`config.mk`:
```
export PLATFORM = sky130hd
export DESIGN_NAME = fcc_flash_ctrl
export DESIGN_NICKNAME = d
export VERILOG_FILES = /design/src/rtl/fcc_pkg.sv /design/src/rtl/fcc_ahb_slave.sv /design/src/rtl/fcc_flash_ctrl.sv /design/src/rtl/fcc_timer.sv
export SDC_FILE = /design/constraint.sdc
export NUM_CORES = 1
export LEC_CHECK = 0
export ABC_AREA = 0
export BUFFER_PORTS_ARGS = -buffer_cell sky130_fd_sc_hd__buf_2
export CAP_MARGIN = 20
export CORE_UTILIZATION = 27
export DETAILED_ROUTE_END_ITERATION = 16
export PLACE_DENSITY_LB_ADDON = 0.3
export SYNTH_ARGS = -nofsm -noshare
export SYNTH_HDL_FRONTEND = slang
export SYNTH_SLANG_ARGS = --single-unit
```
`constraint.sdc`:
```
create_clock -name clock -period 2.8 [get_ports clock]
set_clock_uncertainty 0.2 [all_clocks]
set_input_delay 0.28 -clock clock [delete_from_list [all_inputs] [get_ports clock]]
set_output_delay 0.28 -clock clock [all_outputs]
set_load 0.01 [all_outputs]
```
`src/rtl/fcc_pkg.sv`:
```
package fcc_pkg;

  localparam int CLK_MHZ     = 40;
  localparam int T_PROG_NS   = 20000;
  localparam int T_EW_US     = 20000;
  localparam int T_MASS_US   = 2480000;
  localparam int PROG_CYCLES = (T_PROG_NS * CLK_MHZ + 999) / 1000;
  localparam int EW_CYCLES   = T_EW_US * CLK_MHZ;
  localparam int MASS_CYCLES = T_MASS_US * CLK_MHZ;
  localparam int TMR_W       = 27;

  localparam logic [7:0] OFS_STATUS = 8'h00;
  localparam logic [7:0] OFS_MODE   = 8'h04;
  localparam logic [7:0] OFS_CMD    = 8'h08;
  localparam logic [7:0] OFS_DATA   = 8'h0C;
  localparam logic [7:0] OFS_ADDR   = 8'h10;
  localparam logic [7:0] OFS_SIGN   = 8'h14;
  localparam logic [7:0] OFS_KEYED  = 8'h18;
  localparam logic [7:0] OFS_IMM    = 8'h1C;
  localparam logic [7:0] OFS_INFO   = 8'h20;

  localparam logic [7:0] CMD_NULL        = 8'h00;
  localparam logic [7:0] CMD_READ        = 8'h01;
  localparam logic [7:0] CMD_WRITE       = 8'h02;
  localparam logic [7:0] CMD_ERASE_WRITE = 8'h03;
  localparam logic [7:0] CMD_VERIFY      = 8'h04;
  localparam logic [7:0] CMD_PAGE_ERASE  = 8'h05;
  localparam logic [7:0] CMD_MASS        = 8'h06;
  localparam logic [7:0] CMD_BURST_READ  = 8'h07;
  localparam logic [7:0] CMD_BURST_RW    = 8'h08;
  localparam logic [7:0] CMD_BURST_ERW   = 8'h09;
  localparam logic [7:0] CMD_PROTECT     = 8'h0C;

  localparam int ST_DONE_BIT  = 0;
  localparam int ST_FAIL_BIT  = 1;
  localparam int ST_BUSY_BIT  = 2;
  localparam int ST_IRQ_BIT   = 3;
  localparam int ST_BURST_BIT = 5;
  localparam int MODE_IRQ_BIT = 4;
  localparam int MODE_KEY_MSB = 7;
  localparam int MODE_KEY_LSB = 4;
  localparam int GRP_MSB      = 15;
  localparam int GRP_LSB      = 11;
  localparam int READ_PROT_BIT = 31;

  localparam logic [3:0]  KEY_ENABLE  = 4'hF;
  localparam logic [15:0] USER_TOP    = 16'hF800;
  localparam logic [15:0] MASS_ENABLE = 16'h0006;
  localparam logic [31:0] KEY_ERASED  = 32'h0000FFFF;
  localparam logic [31:0] PROT_OPEN   = 32'hFFFFFFFF;
  localparam logic [1:0]  START_CYCLES = 2'h3;
  localparam logic [1:0]  SEQ_NONE    = 2'h0;
  localparam logic [1:0]  SEQ_READ    = 2'h1;
  localparam logic [1:0]  SEQ_VERIFY  = 2'h2;

  typedef enum logic [4:0] {
    FCC_IDLE  = 5'b00001,
    FCC_READ  = 5'b00010,
    FCC_ERASE = 5'b00100,
    FCC_PROG  = 5'b01000,
    FCC_MASS  = 5'b10000
  } fcc_state_e;

endpackage

```
`src/rtl/fcc_ahb_slave.sv`:
```
`timescale 1ns/1ps
module fcc_ahb_slave (
  input  wire logic        clock,
  input  wire logic        arst_n,
  input  wire logic        hsel,
  input  wire logic [31:0] haddr,
  input  wire logic [1:0]  htrans,
  input  wire logic        hwrite,
  input  wire logic [2:0]  hsize,
  input  wire logic        hready,
  input  wire logic [31:0] hwdata,
  output logic             hreadyout,
  output logic             hresp,
  output logic [31:0]      hrdata,
  output logic             rd_stb,
  output logic [7:0]       rd_addr,
  output logic             wr_stb,
  output logic [7:0]       wr_addr,
  output logic [31:0]      wr_data,
  input  wire logic [31:0] rd_data
);

  logic        acc;
  logic        wp_q;
  logic        wp_d;
  logic        stall_q;
  logic        stall_d;
  logic [7:0]  waddr_q;
  logic [7:0]  waddr_d;
  logic [7:0]  raddr_q;
  logic [7:0]  raddr_d;
  logic [31:0] hrdata_q;
  logic [31:0] hrdata_d;

  // Only whole-word transfers are accepted; other sizes are ignored.
  assign acc       = hsel & htrans[1] & hready & (hsize == 3'h2);
  assign hreadyout = ~stall_q;
  assign hresp     = 1'b0;
  assign hrdata    = hrdata_q;
  assign wr_stb    = wp_q;
  assign wr_addr   = waddr_q;
  assign wr_data   = hwdata;

  // A read right behind a write waits one cycle so it sees the new value.
  always_comb begin
    wp_d     = acc & hwrite;
    waddr_d  = (acc & hwrite) ? haddr[7:0] : waddr_q;
    stall_d  = acc & ~hwrite & wp_q;
    raddr_d  = acc ? haddr[7:0] : raddr_q;
    rd_stb   = (acc & ~hwrite & ~wp_q) | stall_q;
    rd_addr  = stall_q ? raddr_q : haddr[7:0];
    hrdata_d = rd_stb ? rd_data : hrdata_q;
  end

  always_ff @(posedge clock or negedge arst_n) begin
    if (!arst_n) begin
      wp_q     <= 1'b0;
      stall_q  <= 1'b0;
      waddr_q  <= 8'h00;
      raddr_q  <= 8'h00;
      hrdata_q <= 32'h00000000;
    end else begin
      wp_q     <= wp_d;
      stall_q  <= stall_d;
      waddr_q  <= waddr_d;
      raddr_q  <= raddr_d;
      hrdata_q <= hrdata_d;
    end
  end

endmodule

```
`src/rtl/fcc_flash_ctrl.sv`:
```
`timescale 1ns/1ps
// Overview of operation
// Lower 62K usable; upper 2K firmware hidden.
// Boot select low at reset enables download.
// Bit 31 gates JTAG and parallel readout; the code drives only jtag_read_allow from it.
// Other 31 bits write-protect 2K groups.
// Immediate protection written directly, no key.
// Key guards keyed protection; mass erase resets.
// Software sequence: read, verify, key, command.
// Status bit 5 shows burst command.
// Status bit 3 interrupt flag, read clears.
// Status bit 2 busy while executing.
// Status bit 1 fail, read clears.
// Status bit 0 complete, read clears.
// Mode bit 4 enables completion interrupt.
// Code 01 reads word; 00 idles.
// Code 02 programs word, 20 us.
// Code 03 erases page, programs, 20 ms.
// Code 04 compares, result in fail bit.
// Code 05 erases addressed page.
// Keyed protection applies after reset; immediate now.
// Status register read-only, shows controller state.
// Command reads 07 after single commands.
// Code 06 mass erase, armed, 2.48 s.
// Protect accepted once; key or mass erase.
// Cleared protection bit protects; set allows.
// Command write starts; ignored while busy.
// Protected page program or erase fails.
module fcc_flash_ctrl
  import fcc_pkg::*;
#(
  parameter int EW_CYCLES_P   = fcc_pkg::EW_CYCLES,
  parameter int MASS_CYCLES_P = fcc_pkg::MASS_CYCLES
) (
  input  wire logic        clock,
  input  wire logic        arst_n,
  input  wire logic        por_n,
  input  wire logic        hsel,
  input  wire logic [31:0] haddr,
  input  wire logic [1:0]  htrans,
  input  wire logic        hwrite,
  input  wire logic [2:0]  hsize,
  input  wire logic        hready,
  input  wire logic [31:0] hwdata,
  output logic             hreadyout,
  output logic             hresp,
  output logic [31:0]      hrdata,
  input  wire logic        boot_select_pin,
  output logic             download_mode,
  output logic             jtag_read_allow,
  output logic             flash_irq,
  output logic             flash_rd_en,
  output logic             flash_prog_en,
  output logic             flash_page_erase_en,
  output logic             flash_mass_erase_en,
  output logic [15:0]      flash_addr,
  output logic [15:0]      flash_wdata,
  input  wire logic [15:0] flash_rdata
);
  import fcc_pkg::*;

  fcc_state_e      state_q, state_d;
  logic [7:0]      op_q, op_d, cmd_q, cmd_d, mode_q, mode_d;
  logic [15:0]     data_q, data_d, addr_q, addr_d;
  logic [31:0]     imm_q, imm_d, stage_q, stage_d, act_q, act_d;
  logic [31:0]     key_q, key_d, saved_q, saved_d;
  logic            keyset_q, keyset_d;
  logic            done_q, done_d, fail_q, fail_d, irq_q, irq_d;
  logic [1:0]      seq_q, seq_d, start_q, start_d;
  logic            dl_q, dl_d, boot_s1_q, boot_s2_q;
  logic            fl_rd_q, fl_rd_d, fl_prog_q, fl_prog_d;
  logic            fl_erase_q, fl_erase_d, fl_mass_q, fl_mass_d;
  logic            rd_stb, wr_stb, clr, fin, fin_fail, tmr_load, tmr_done;
  logic [7:0]      rd_addr, wr_addr, fin_op;
  logic [31:0]     wr_data, rd_data, eff;
  logic [TMR_W-1:0] tmr_val;
  logic            user, wp, wr_ok, key_ok, burst, busy;

  fcc_ahb_slave u_bus (
    .clock     (clock),
    .arst_n    (arst_n),
    .hsel      (hsel),
    .haddr     (haddr),
    .htrans    (htrans),
    .hwrite    (hwrite),
    .hsize     (hsize),
    .hready    (hready),
    .hwdata    (hwdata),
    .hreadyout (hreadyout),
    .hresp     (hresp),
    .hrdata    (hrdata),
    .rd_stb    (rd_stb),
    .rd_addr   (rd_addr),
    .wr_stb    (wr_stb),
    .wr_addr   (wr_addr),
    .wr_data   (wr_data),
    .rd_data   (rd_data)
  );

  fcc_timer #(.W(TMR_W)) u_tmr (
    .clock    (clock),
    .arst_n   (arst_n),
    .load     (tmr_load),
    .load_val (tmr_val),
    .done     (tmr_done)
  );

  assign eff    = act_q & imm_q;
  assign user   = addr_q < USER_TOP;
  assign wp     = ~eff[addr_q[GRP_MSB:GRP_LSB]] & ~dl_q;
  assign wr_ok  = user & ~wp;
  assign key_ok = (seq_q == SEQ_VERIFY) && (mode_q[MODE_KEY_MSB:MODE_KEY_LSB] == KEY_ENABLE)
                  && (!keyset_q || ({addr_q, data_q} == key_q));
  assign burst  = (cmd_q == CMD_BURST_READ) || (cmd_q == CMD_BURST_RW)
                  || (cmd_q == CMD_BURST_ERW);
  assign busy   = state_q != FCC_IDLE;
  assign clr    = rd_stb && (rd_addr == OFS_STATUS);
  assign fin_op = (state_q == FCC_IDLE) ? wr_data[7:0] : op_q;

  assign download_mode       = dl_q;
  assign jtag_read_allow     = eff[READ_PROT_BIT];
  assign flash_irq           = irq_q;
  assign flash_rd_en         = fl_rd_q;
  assign flash_prog_en       = fl_prog_q;
  assign flash_page_erase_en = fl_erase_q;
  assign flash_mass_erase_en = fl_mass_q;
  assign flash_addr          = addr_q;
  assign flash_wdata         = data_q;

  // The status word has no write path at all.
  always_comb begin
    rd_data = 32'h00000000;
    case (rd_addr)
      OFS_STATUS: begin
        rd_data[ST_DONE_BIT]  = done_q;
        rd_data[ST_FAIL_BIT]  = fail_q;
        rd_data[ST_BUSY_BIT]  = busy;
        rd_data[ST_IRQ_BIT]   = irq_q;
        rd_data[ST_BURST_BIT] = burst;
      end
      OFS_MODE:  rd_data[7:0] = mode_q;
      OFS_CMD:   rd_data[7:0] = cmd_q;
      OFS_DATA:  rd_data[15:0] = data_q;
      OFS_ADDR:  rd_data[15:0] = addr_q;
      OFS_KEYED: rd_data = stage_q;
      OFS_IMM:   rd_data = imm_q;
      OFS_INFO:  rd_data[1:0] = {keyset_q, dl_q};
      default:   rd_data = 32'h00000000;
    endcase
  end

  always_comb begin
    state_d = state_q;
    op_d = op_q;
    cmd_d = cmd_q;
    mode_d = mode_q;
    data_d = data_q;
    addr_d = addr_q;
    imm_d = imm_q;
    stage_d = stage_q;
    act_d = act_q;
    seq_d = seq_q;
    start_d = start_q;
    dl_d = dl_q;
    key_d = key_q;
    keyset_d = keyset_q;
    saved_d = saved_q;
    fl_rd_d = 1'b0;
    fl_prog_d = 1'b0;
    fl_erase_d = 1'b0;
    fl_mass_d = 1'b0;
    tmr_load = 1'b0;
    tmr_val = '0;
    fin = 1'b0;
    fin_fail = 1'b0;
    // Keyed protection and the boot strap are sampled only after reset.
    if (start_q != START_CYCLES) begin
      start_d = start_q + 2'h1;
      act_d = saved_q;
      dl_d = ~boot_s2_q;
    end
    if (wr_stb) begin
      case (wr_addr)
        OFS_MODE:  mode_d = wr_data[7:0];
        OFS_DATA:  if (!busy) data_d = wr_data[15:0];
        OFS_ADDR:  if (!busy) addr_d = wr_data[15:0];
        OFS_KEYED: stage_d = wr_data;
        OFS_IMM:   imm_d = wr_data;
        OFS_CMD: begin
          if (!busy) begin
            cmd_d = wr_data[7:0];
            op_d = wr_data[7:0];
            seq_d = ((wr_data[7:0] == CMD_VERIFY) && (seq_q == SEQ_READ)) ? seq_q : SEQ_NONE;
            case (wr_data[7:0])
              CMD_READ, CMD_VERIFY: begin
                if (!user) begin
                  fin = 1'b1;
                  fin_fail = 1'b1;
                end else begin
                  state_d = FCC_READ;
                  fl_rd_d = 1'b1;
                end
              end
              CMD_WRITE: begin
                if (!wr_ok) begin
                  fin = 1'b1;
                  fin_fail = 1'b1;
                end else begin
                  state_d = FCC_PROG;
                  fl_prog_d = 1'b1;
                  tmr_load = 1'b1;
                  tmr_val = TMR_W'(PROG_CYCLES);
                end
              end
              CMD_ERASE_WRITE, CMD_PAGE_ERASE: begin
                if (!wr_ok) begin
                  fin = 1'b1;
                  fin_fail = 1'b1;
                end else begin
                  state_d = FCC_ERASE;
                  fl_erase_d = 1'b1;
                  tmr_load = 1'b1;
                  tmr_val = TMR_W'(EW_CYCLES_P - PROG_CYCLES);
                end
              end
              CMD_MASS: begin
                if ((seq_q == SEQ_VERIFY) && (data_q == MASS_ENABLE)) begin
                  state_d = FCC_MASS;
                  fl_mass_d = 1'b1;
                  tmr_load = 1'b1;
                  tmr_val = TMR_W'(MASS_CYCLES_P);
                end else begin
                  fin = 1'b1;
                  fin_fail = 1'b1;
                end
              end
              CMD_PROTECT: begin
                fin = 1'b1;
                fin_fail = ~key_ok;
                if (key_ok) begin
                  saved_d = stage_q;
                  key_d = {addr_q, data_q};
                  keyset_d = 1'b1;
                end
              end
              CMD_NULL, CMD_BURST_READ: ;
              default: begin
                fin = 1'b1;
                fin_fail = 1'b1;
              end
            endcase
          end
        end
        default: ;
      endcase
    end
    case (state_q)
      FCC_IDLE: ;
      FCC_READ: begin
        fin = 1'b1;
        state_d = FCC_IDLE;
        if (op_q == CMD_READ) begin
          data_d = flash_rdata;
          seq_d = SEQ_READ;
        end else begin
          fin_fail = flash_rdata != data_q;
          seq_d = (seq_q == SEQ_READ) ? SEQ_VERIFY : SEQ_NONE;
        end
      end
      FCC_ERASE: begin
        if (tmr_done) begin
          if (op_q == CMD_ERASE_WRITE) begin
            state_d = FCC_PROG;
            fl_prog_d = 1'b1;
            tmr_load = 1'b1;
            tmr_val = TMR_W'(PROG_CYCLES);
          end else begin
            fin = 1'b1;
            state_d = FCC_IDLE;
          end
        end
      end
      FCC_PROG: begin
        if (tmr_done) begin
          fin = 1'b1;
          state_d = FCC_IDLE;
        end
      end
      FCC_MASS: begin
        if (tmr_done) begin
          fin = 1'b1;
          state_d = FCC_IDLE;
          key_d = KEY_ERASED;
          keyset_d = 1'b0;
          saved_d = PROT_OPEN;
        end
      end
      default: state_d = FCC_IDLE;
    endcase
    if (fin && (fin_op >= CMD_READ) && (fin_op <= CMD_MASS)) begin
      cmd_d = CMD_BURST_READ;
    end
  end

  // A completion in the same cycle as a status read survives the clear.
  assign done_d = (done_q & ~clr) | fin;
  assign fail_d = (fail_q & ~clr) | (fin & fin_fail);
  assign irq_d  = (irq_q & ~clr) | (fin & mode_q[MODE_IRQ_BIT]);

  always_ff @(posedge clock or negedge arst_n) begin
    if (!arst_n) begin
      boot_s1_q <= 1'b1;
      boot_s2_q <= 1'b1;
    end else begin
      boot_s1_q <= boot_select_pin;
      boot_s2_q <= boot_s1_q;
    end
  end

  // The key image stands for nonvolatile cells, so only power-on or a mass erase clears it, not the system reset.
  always_ff @(posedge clock or negedge por_n) begin
    if (!por_n) begin
      key_q    <= KEY_ERASED;
      keyset_q <= 1'b0;
      saved_q  <= PROT_OPEN;
    end else begin
      key_q    <= key_d;
      keyset_q <= keyset_d;
      saved_q  <= saved_d;
    end
  end

  always_ff @(posedge clock or negedge arst_n) begin
    if (!arst_n) begin
      state_q <= FCC_IDLE;
      op_q <= CMD_NULL;
      cmd_q <= CMD_BURST_READ;
      mode_q <= 8'h00;
      data_q <= 16'h0000;
      addr_q <= 16'h0000;
      imm_q <= PROT_OPEN;
      stage_q <= PROT_OPEN;
      act_q <= 32'h00000000;
      seq_q <= SEQ_NONE;
      start_q <= 2'h0;
      dl_q <= 1'b0;
      done_q <= 1'b0;
      fail_q <= 1'b0;
      irq_q <= 1'b0;
      fl_rd_q <= 1'b0;
      fl_prog_q <= 1'b0;
      fl_erase_q <= 1'b0;
      fl_mass_q <= 1'b0;
    end else begin
      state_q <= state_d;
      op_q <= op_d;
      cmd_q <= cmd_d;
      mode_q <= mode_d;
      data_q <= data_d;
      addr_q <= addr_d;
      imm_q <= imm_d;
      stage_q <= stage_d;
      act_q <= act_d;
      seq_q <= seq_d;
      start_q <= start_d;
      dl_q <= dl_d;
      done_q <= done_d;
      fail_q <= fail_d;
      irq_q <= irq_d;
      fl_rd_q <= fl_rd_d;
      fl_prog_q <= fl_prog_d;
      fl_erase_q <= fl_erase_d;
      fl_mass_q <= fl_mass_d;
    end
  end

  logic [15:0] prog_cnt_q;
  always_ff @(posedge clock or negedge arst_n) begin
    if (!arst_n) begin
      prog_cnt_q <= 16'h0000;
    end else begin
      prog_cnt_q <= (state_q == FCC_PROG) ? prog_cnt_q + 16'h0001 : 16'h0000;
    end
  end
endmodule

```
`src/rtl/fcc_timer.sv`:
```
`timescale 1ns/1ps
module fcc_timer #(
  parameter int W = 27
) (
  input  wire logic         clock,
  input  wire logic         arst_n,
  input  wire logic         load,
  input  wire logic [W-1:0] load_val,
  output logic              done
);

  logic [W-1:0] count_q;
  logic [W-1:0] count_d;

  // The pulse comes on the last counted cycle, so a load of N spans N cycles.
  assign done = (count_q == W'(1));

  always_comb begin
    count_d = count_q;
    if (load) begin
      count_d = load_val;
    end else if (count_q != '0) begin
      count_d = count_q - W'(1);
    end
  end

  always_ff @(posedge clock or negedge arst_n) begin
    if (!arst_n) begin
      count_q <= '0;
    end else begin
      count_q <= count_d;
    end
  end

endmodule

```
==> impl_metrics.tcl, run 1 <==
set metrics [dict create \
    routabilityCongestion 0.8948 \
    ys_seq_area_frac 0.5343 \
    synth_adder_area_share 0.003184 \
    cp.required_ns 3.09 \
    cts_inserted_buffers 38 \
    synthTopCellsByArea "dfrtp_1, dfstp_2, mux2_2" \
    ys_async_sr_fraction 1.000 \
    finalWirelength_mm 47.22 \
    holdCritPathClass "input port to flip-flop" \
    setup-violations-final 26 \
    synth-compound-area-share 0.08277 \
    final_max_slew_viol_count 0 \
    wl_per_cell_um 20.19 \
    ys_warn_count 0 \
    vias_per_cell 4.944 \
    power_w 0.01074 \
    p_leak_nw 8.591 \
    slew_headroom 0.3813 \
    timing.final.hold_violations 0 \
    setup_tns_ns -0.4162 \
    clock_sinks 313 \
    grt.overflow.total 0 \
    rows 85 \
    critPathSlowestCell "or4_4" \
    post_dp_cell_area_sq_um 17460 \
    maxCapViolCount 0 \
    grt_max_degree 67 \
    yosys.area.top_type "dfrtp_1" \
    fin_nets 1711 \
    ant_nets 0 \
    min_period_ns 2.840 \
    synthMuxAreaShare 0.1674 \
    synth-simple-area-share 0.1418 \
    netlist_area_sq_um 14930 \
    post-route-util 0.3581 \
    synth_top_family_by_area "multiplexers" \
    arrival_ns 3.13 \
    track_usage 0.1669 \
    drtIter0Drc 808 \
    worstPathCellList "or4_4 -> or4_4 -> nor4_4 -> nand3_2 -> or4_4 -> buf_12 -> nand2_1" \
    die_w_um 237.2 \
    rsz0062_at_grt "yes" \
    fillers 5449 \
    pre_cts_ws_ns -0.1636 \
    dr.pass1.iters 5 \
    synthCells 1316 \
    switching_share 0.2566 \
    pwr-share-comb 0.104 \
    place_hpwl_mm 32.98 \
    area_growth_pct 30.07 \
    ff_latch_area_sq_um 7980 \
    clk_latency_ns 0.55 \
    post-route-drc-count 0 \
    core_area_sq_um 54240 \
    multi_input_area_sq_um 6745 \
    critPathLaunchType "flip-flop" \
    synth.distinct_cells 72 \
    fmax_ghz 0.3521 \
    fp.dieH_um 237.2 \
    io_buffers 138 \
    synthesis.nets 1411 \
    outcome "complete, but fails checks" \
    tightest_slew_ns 0.9280 \
    synth.most_common_cell "dfrtp_1" \
    synthTopCellsByCount "dfrtp_1, nand2_1, mux2_2, dfstp_2, nor2_1" \
    ir_drop_mv 0.3619 \
    critPathMaxStageDelay_ns 0.54 \
    final.setup.worst_slack_ns -0.04044 \
    syn_area_per_cell_sq_um 11.35 \
    fin_crit_sh 1.014 \
    p_clk_frac 0.428 \
    p_sw_w 0.002755 \
    synth_seq_cells 313 \
    synth-main-ff-cell "dfrtp_1" \
    antenna_found_initial 1 \
    htree_levels 2 \
    crit_path_frequent_cell "or4_4" \
    grt_pass1_vias 11701 \
    initial_utilization 0.2753 \
    cts_tree "done" \
    path_class "flip-flop to flip-flop" \
    grt_pass1_wl_mm 71.90 \
    final_area_sq_um 19420 \
    cts_root_buf "clkbuf_16" \
    violations "setup timing" \
    cts_max_path_buffers 3 \
    drive_gt1_frac 0.3892 \
    dieArea_sq_um 56260 \
    end_kind "flip-flop" \
    ios 165 \
    yosysTopAreaCellShare 0.3267 \
    path_clk_slew_ns 0.06 \
    vias 11565 \
    cp_max_fo 48 \
    synth_xor_area_frac 0.04398 \
    powerDensity_nw_per_um2 552.8 \
    internal-power_w 0.007983 \
    seqPwrFrac 0.467 \
    synth_edf_count 0 \
]
## registers in the layout, summed over array words and instances, names as in the netlist, 27 cells and up
name           flops
u_tmr.count_q     27
u_bus.hrdata      32
imm_q             32
key_q             32
saved_q           32
act_q             32
stage_q           32
## stage by stage
stage / std cells / hold WS, ns
floorplan: 1316 / -0.2156
global route: 2339 / 0.04862
finish: 2339 / 0.04971
detailed placement: 2207 / 0.06212
global placement: 2207 / 0.05646
CTS: 2334 / 0.01031
## layout by cell type (no fill, tap or decap), types with 5 or more instances in the layout
cell type      Yosys  final
o31ai_1            7      5
and3_1            12     11
a31oi_1            8      7
nor3_1            15     15
nand2_1          153    151
inv_1             10     10
nand4_1           10     10
clkbuf_16          0     40
a22o_1             6      6
nand2b_1           7      7
clkbuf_1          54     17
xor2_1            61     61
dlygate4sd3_1      0     59
o21a_1             5      5
buf_4              2    121
nand4b_1           9      9
a221oi_1          28     28
a21oi_1           30     30
o21ai_0           24     16
o21ai_1            1      9
a222oi_1          10     10
nor2b_1            5      5
mux2_2           140    140
clkbuf_8           0      5
mux2i_1           90     90
or4_1              8      6
xnor2_1           14     14
nor4_1            32     28
or4_4              4      6
nor2_1           109    108
o211ai_1          10     10
nand3_1           22     19
buf_2             10    137
nand3b_1          11     11
dfstp_2          118    118
buf_6              3      6
dfrtp_1          195    195
a22oi_1           12      9
buf_12             0     17
nor4_2             2      6
## worst paths after layout
check                                  start               to  slack, ns  cells past startpoint
max reg2reg                u_tmr.count_q[12]      saved_q[25]      -0.04                      7
min reg2reg                        boot_s1_q        boot_s2_q       0.16                      0
max in group asynchronous              por_n       saved_q[2]       1.40                      3
max                        u_tmr.count_q[12]      saved_q[25]      -0.04                      7
min                                hwdata[2]          op_q[2]       0.05                      4
min in group asynchronous             arst_n  u_bus.hrdata[2]       0.06                      2
## layer usage
| layer | part of all wire | vias to the layer above | global-route usage |
|---|---|---|---|
| met5 | 0 | - | 0 |
| met4 | 0.026 | 0 | 0.05357 |
| met2 | 0.47 | 284 | 0.2717 |
| met3 | 0.049 | 56 | 0.02868 |
| met1 | 0.45 | 5876 | 0.2253 |
| li1 | - | 5349 | - |
## cell type report
| class | count | share of cell area |
|---|---|---|
| diodes | 1 | 0.0001288 |
| flip-flops and latches | 313 | 0.4108 |
| clock inverters | 6 | 0.002448 |
| repair buffers | 343 | 0.1368 |
| well taps | 696 | 0.04483 |
| inverters | 10 | 0.001932 |
| clock buffers | 60 | 0.05578 |
| multi-input cells | 910 | 0.3472 |
## worst max-delay path: cells and delay by family (launching register included)
kind,cells,cell delay (ns)
and+or+nand+nor,6,1.96
DFF,1,0.37
buffers and inverters,1,0.22
## logic make-up after synthesis
| kind of cell | after synthesis |
|---|---|
| compound gates | 172 |
| buf+inv | 93 |
| simple gates | 427 |
| flops | 313 |
| xor+xnor | 75 |
| mux | 231 |
| fa+ha+maj | 4 |
| other cells | 1 |
## power groups by stage
stage	registers (W)	logic [W]	clock network, W
finish	0.00502	0.00112	0.00460
global route	0.00505	0.00124	0.00492
detailed placement	0.00509	0.00106	0
CTS	0.00502	0.00113	0.00474
floorplan	0.00506	0.000488	0
global placement	0.00508	0.00104	0
## what timing repair did
action,4_1_cts,5_1_grt
hold buffers,59,0
pin swaps,3,9
gates resized for setup,8,35
setup buffers,2,2
cloned,0,2
endpoints found under the hold margin,324,0
setup endpoints to repair,91,130
Note: power is estimated with default switching activity, not from simulation.
==> run 2, diff against run 1 <==
--- a/config.mk
+++ b/config.mk
@@ -5,10 +5,11 @@
 export SDC_FILE = /design/constraint.sdc
 export NUM_CORES = 1
 export LEC_CHECK = 0
-export ABC_AREA = 0
+export ABC_AREA = 1
 export BUFFER_PORTS_ARGS = -buffer_cell sky130_fd_sc_hd__buf_2
 export CAP_MARGIN = 20
 export CORE_UTILIZATION = 27
+export CTS_BUF_LIST = sky130_fd_sc_hd__clkbuf_2 sky130_fd_sc_hd__clkbuf_4 sky130_fd_sc_hd__clkbuf_8
 export DETAILED_ROUTE_END_ITERATION = 16
 export PLACE_DENSITY_LB_ADDON = 0.3
 export SYNTH_ARGS = -nofsm -noshare
==> impl_metrics.tcl, run 2 <==
set metrics [dict create \
    p_clk_frac 0.447 \
    min_period_ns 2.608 \
    p_sw_w 0.002779 \
    track_usage 0.1808 \
    yosysTopAreaCellShare 0.3245 \
    ios 165 \
    outcome "complete, but fails checks" \
    cp.required_ns 3.16 \
    timing.hold.ws_ns -0.008838 \
    switching_share 0.2643 \
    grt_pass1_vias 13112 \
    fin_nets 2124 \
    drive_gt1_frac 0.2467 \
    crit_start "flash_wdata[13]" \
    yosys.area.top_type "dfrtp_1" \
    holdCritPathClass "input port to async pin" \
    initial_utilization 0.2730 \
    final.setup.worst_slack_ns 0.1915 \
    synthCells 1757 \
    clk_latency_ns 0.66 \
    tightest_slew_ns 0.9342 \
    rsz0062_at_grt "no" \
    synth.most_common_cell "nand2_1" \
    cp_max_fo 29 \
    ys_seq_area_frac 0.5306 \
    critPathSlowestCell "dfrtp_1" \
    timing.final.hold_violations 2 \
    cp_top_family "simple AND/OR/NAND/NOR gates" \
    final_max_slew_viol_count 0 \
    critPathLaunchType "flip-flop" \
    htree_levels 2 \
    fp.dieH_um 238.0 \
    arrival_ns 2.97 \
    maxCapViolCount 0 \
    ir_drop_mv 0.3152 \
    cp_num_cells 12 \
    wl_per_cell_um 18.08 \
    finalWirelength_mm 51.04 \
    netlist_area_sq_um 15040 \
    grt_pass1_wl_mm 78.67 \
    r2r-start "flash_wdata[13]" \
    drtIter0Drc 846 \
    antenna_found_initial 1 \
    r2r_setup_slack_ns 0.19 \
    violations "hold timing" \
    synth_seq_cells 313 \
    synth.distinct_cells 50 \
    reg2regPathDepth 12 \
    p_leak_nw 9.437 \
    grt_max_degree 73 \
    worstSetupEndpoint "saved_q[14]" \
    antenna_cells 0 \
    path_clk_slew_ns 0.06 \
    post_dp_cell_area_sq_um 16990 \
    fmax_ghz 0.3834 \
    area_growth_pct 26.41 \
    internal-power_w 0.007734 \
    ys_async_sr_fraction 1.000 \
    cp_num_buf_inv 2 \
    setup-violations-final 0 \
    clock_sinks 313 \
    most-common-layout-cells "nand2_1, o21ai_0, dfrtp_1" \
    cts_max_path_buffers 3 \
    grt.overflow.total 0 \
    vias 13254 \
    seqPwrFrac 0.459 \
    setup_tns_ns 0 \
    routabilityCongestion 0.9003 \
    place_hpwl_mm 35.68 \
    rows 86 \
    path_class "flip-flop to flip-flop" \
    end_kind "flip-flop" \
    powerDensity_nw_per_um2 553.0 \
    cts_tree "done" \
    final_area_sq_um 19010 \
    ys_warn_count 0 \
    io_buffers 138 \
    syn_area_per_cell_sq_um 8.560 \
    pre_cts_ws_ns 0.08757 \
    crit_path_frequent_cell "nand2_1" \
    synthesis.nets 1852 \
    synth_edf_count 0 \
    ant_nets 0 \
    vias_per_cell 4.695 \
    dr.pass1.iters 5 \
    synthTopCellsByArea "dfrtp_1, dfstp_2, nand2_1" \
    cts_inserted_buffers 56 \
    die_w_um 238.0 \
    worstPathCellList "inv_1 -> or2_1 -> nand3_1 -> nor3_1 -> nand4_1 -> nor2_1 -> nand2_1 -> nand2_1 -> nand2_2 -> buf_4 -> a21oi_1 -> o21ai_0" \
    post-route-drc-count 0 \
    cts_root_buf "clkbuf_8" \
    slew_headroom 0.3763 \
    dieArea_sq_um 56650 \
    synth-main-ff-cell "dfrtp_1" \
    synthTopCellsByCount "nand2_1, o21ai_0, dfrtp_1, inv_1, nor2_1" \
    fin_crit_sh 0.9316 \
    core_area_sq_um 55090 \
    reg2reg_to "saved_q[14]" \
    critPathMaxStageDelay_ns 0.43 \
    layout_commonest_cell "nand2_1" \
    pwr-share-comb 0.094 \
]
-- run 2: cell types whose count changed after synthesis, moves of 23 or more --
cell	before	now
a21oi_1	30	119
nor2_1	109	140
nand2_1	153	358
xor2_1	61	38
mux2i_1	90	0
o21ai_0	24	210
nand3_1	22	99
mux2_2	140	29
inv_1	10	177
-- run 2: worst min path at each step --
stage	end	slack, ns	depth (start not counted)
floorplan	act_q[0]	-0.22	0
global placement	flash_wdata[8]	0.11	1
detailed placement	flash_wdata[8]	0.12	1
CTS	flash_wdata[8]	0.008	2
global route	flash_wdata[8]	0.04	2
finish	flash_wdata[8]	-0.009	2
-- run 2: per-stage QoR --
step	instances	power, W	utilization	hold slack, ns
5_1_grt	2823	0.01099	0.3451	0.03710
3_5_place_dp	2644	0.005815	0.3083	0.1183
4_1_cts	2821	0.01065	0.3441	0.007912
2_1_floorplan	1757	0.005328	-	-0.2156
3_3_place_gp	2644	0.005801	0.3083	0.1091
6_report	2823	0.01051	0.3451	-0.008838
-- run 2: cells by family (layout without fill, tap and decap cells) --
logic type,after synthesis,count (layout),synth area share
other,1,1,0.0002493
xor gates and xnor gates,55,55,0.03203
buffers and inverters,266,584,0.06955
and+or+nand+nor,686,686,0.1988
DFF,313,313,0.5306
muxes,29,29,0.02171
adders and majority gates,3,3,0.002496
AOI/OAI and AO/OA,404,404,0.1445
-- run 2: cell type report --
| class | instances | area [sq um] |
|---|---|---|
| fillers | 5759 | 36080 |
| repair buffers | 283 | 2051 |
| clock buffers | 96 | 1184 |
| multi-input cells | 1178 | 6055 |
| flip-flops and latches | 313 | 7981 |
| well taps | 748 | 935.9 |
| repair inverters | 1 | 7.507 |
| clock inverters | 8 | 55.05 |
| inverters | 196 | 742.0 |
-- run 2: worst register-to-register path, delay by kind of cell (launching register included) --
family          cells  cell delay (ns)
compound gates      2             0.29
buf+inv             2             0.48
flops               1             0.43
simple gates        8             1.10
-- run 2: power by group through the flow --
stage / Combinational, W / Sequential, W / Clock [W]
6_report: 0.000993 / 0.00482 / 0.00470
5_1_grt: 0.00111 / 0.00484 / 0.00504
4_1_cts: 0.00101 / 0.00482 / 0.00482
3_5_place_dp: 0.000921 / 0.00489 / 0
3_3_place_gp: 0.000912 / 0.00489 / 0
2_1_floorplan: 0.000411 / 0.00492 / 0
-- run 2: repair_timing --
item                                   in CTS  in global routing
setup endpoints to repair                   0                 28
endpoints found under the hold margin     413                  0
resized for setup                           0                 12
hold buffers                               73                  0
setup buffers                               0                  1
-- run 2: routing by layer --
| metal | GRT usage | vias up | part of all wire |
|---|---|---|---|
| li1 | - | 6353 | - |
| met1 | 0.2413 | 6435 | 0.44 |
| met2 | 0.2961 | 389 | 0.47 |
| met3 | 0.03702 | 77 | 0.063 |
| met4 | 0.04992 | 0 | 0.021 |
| met5 | 0 | - | 0 |
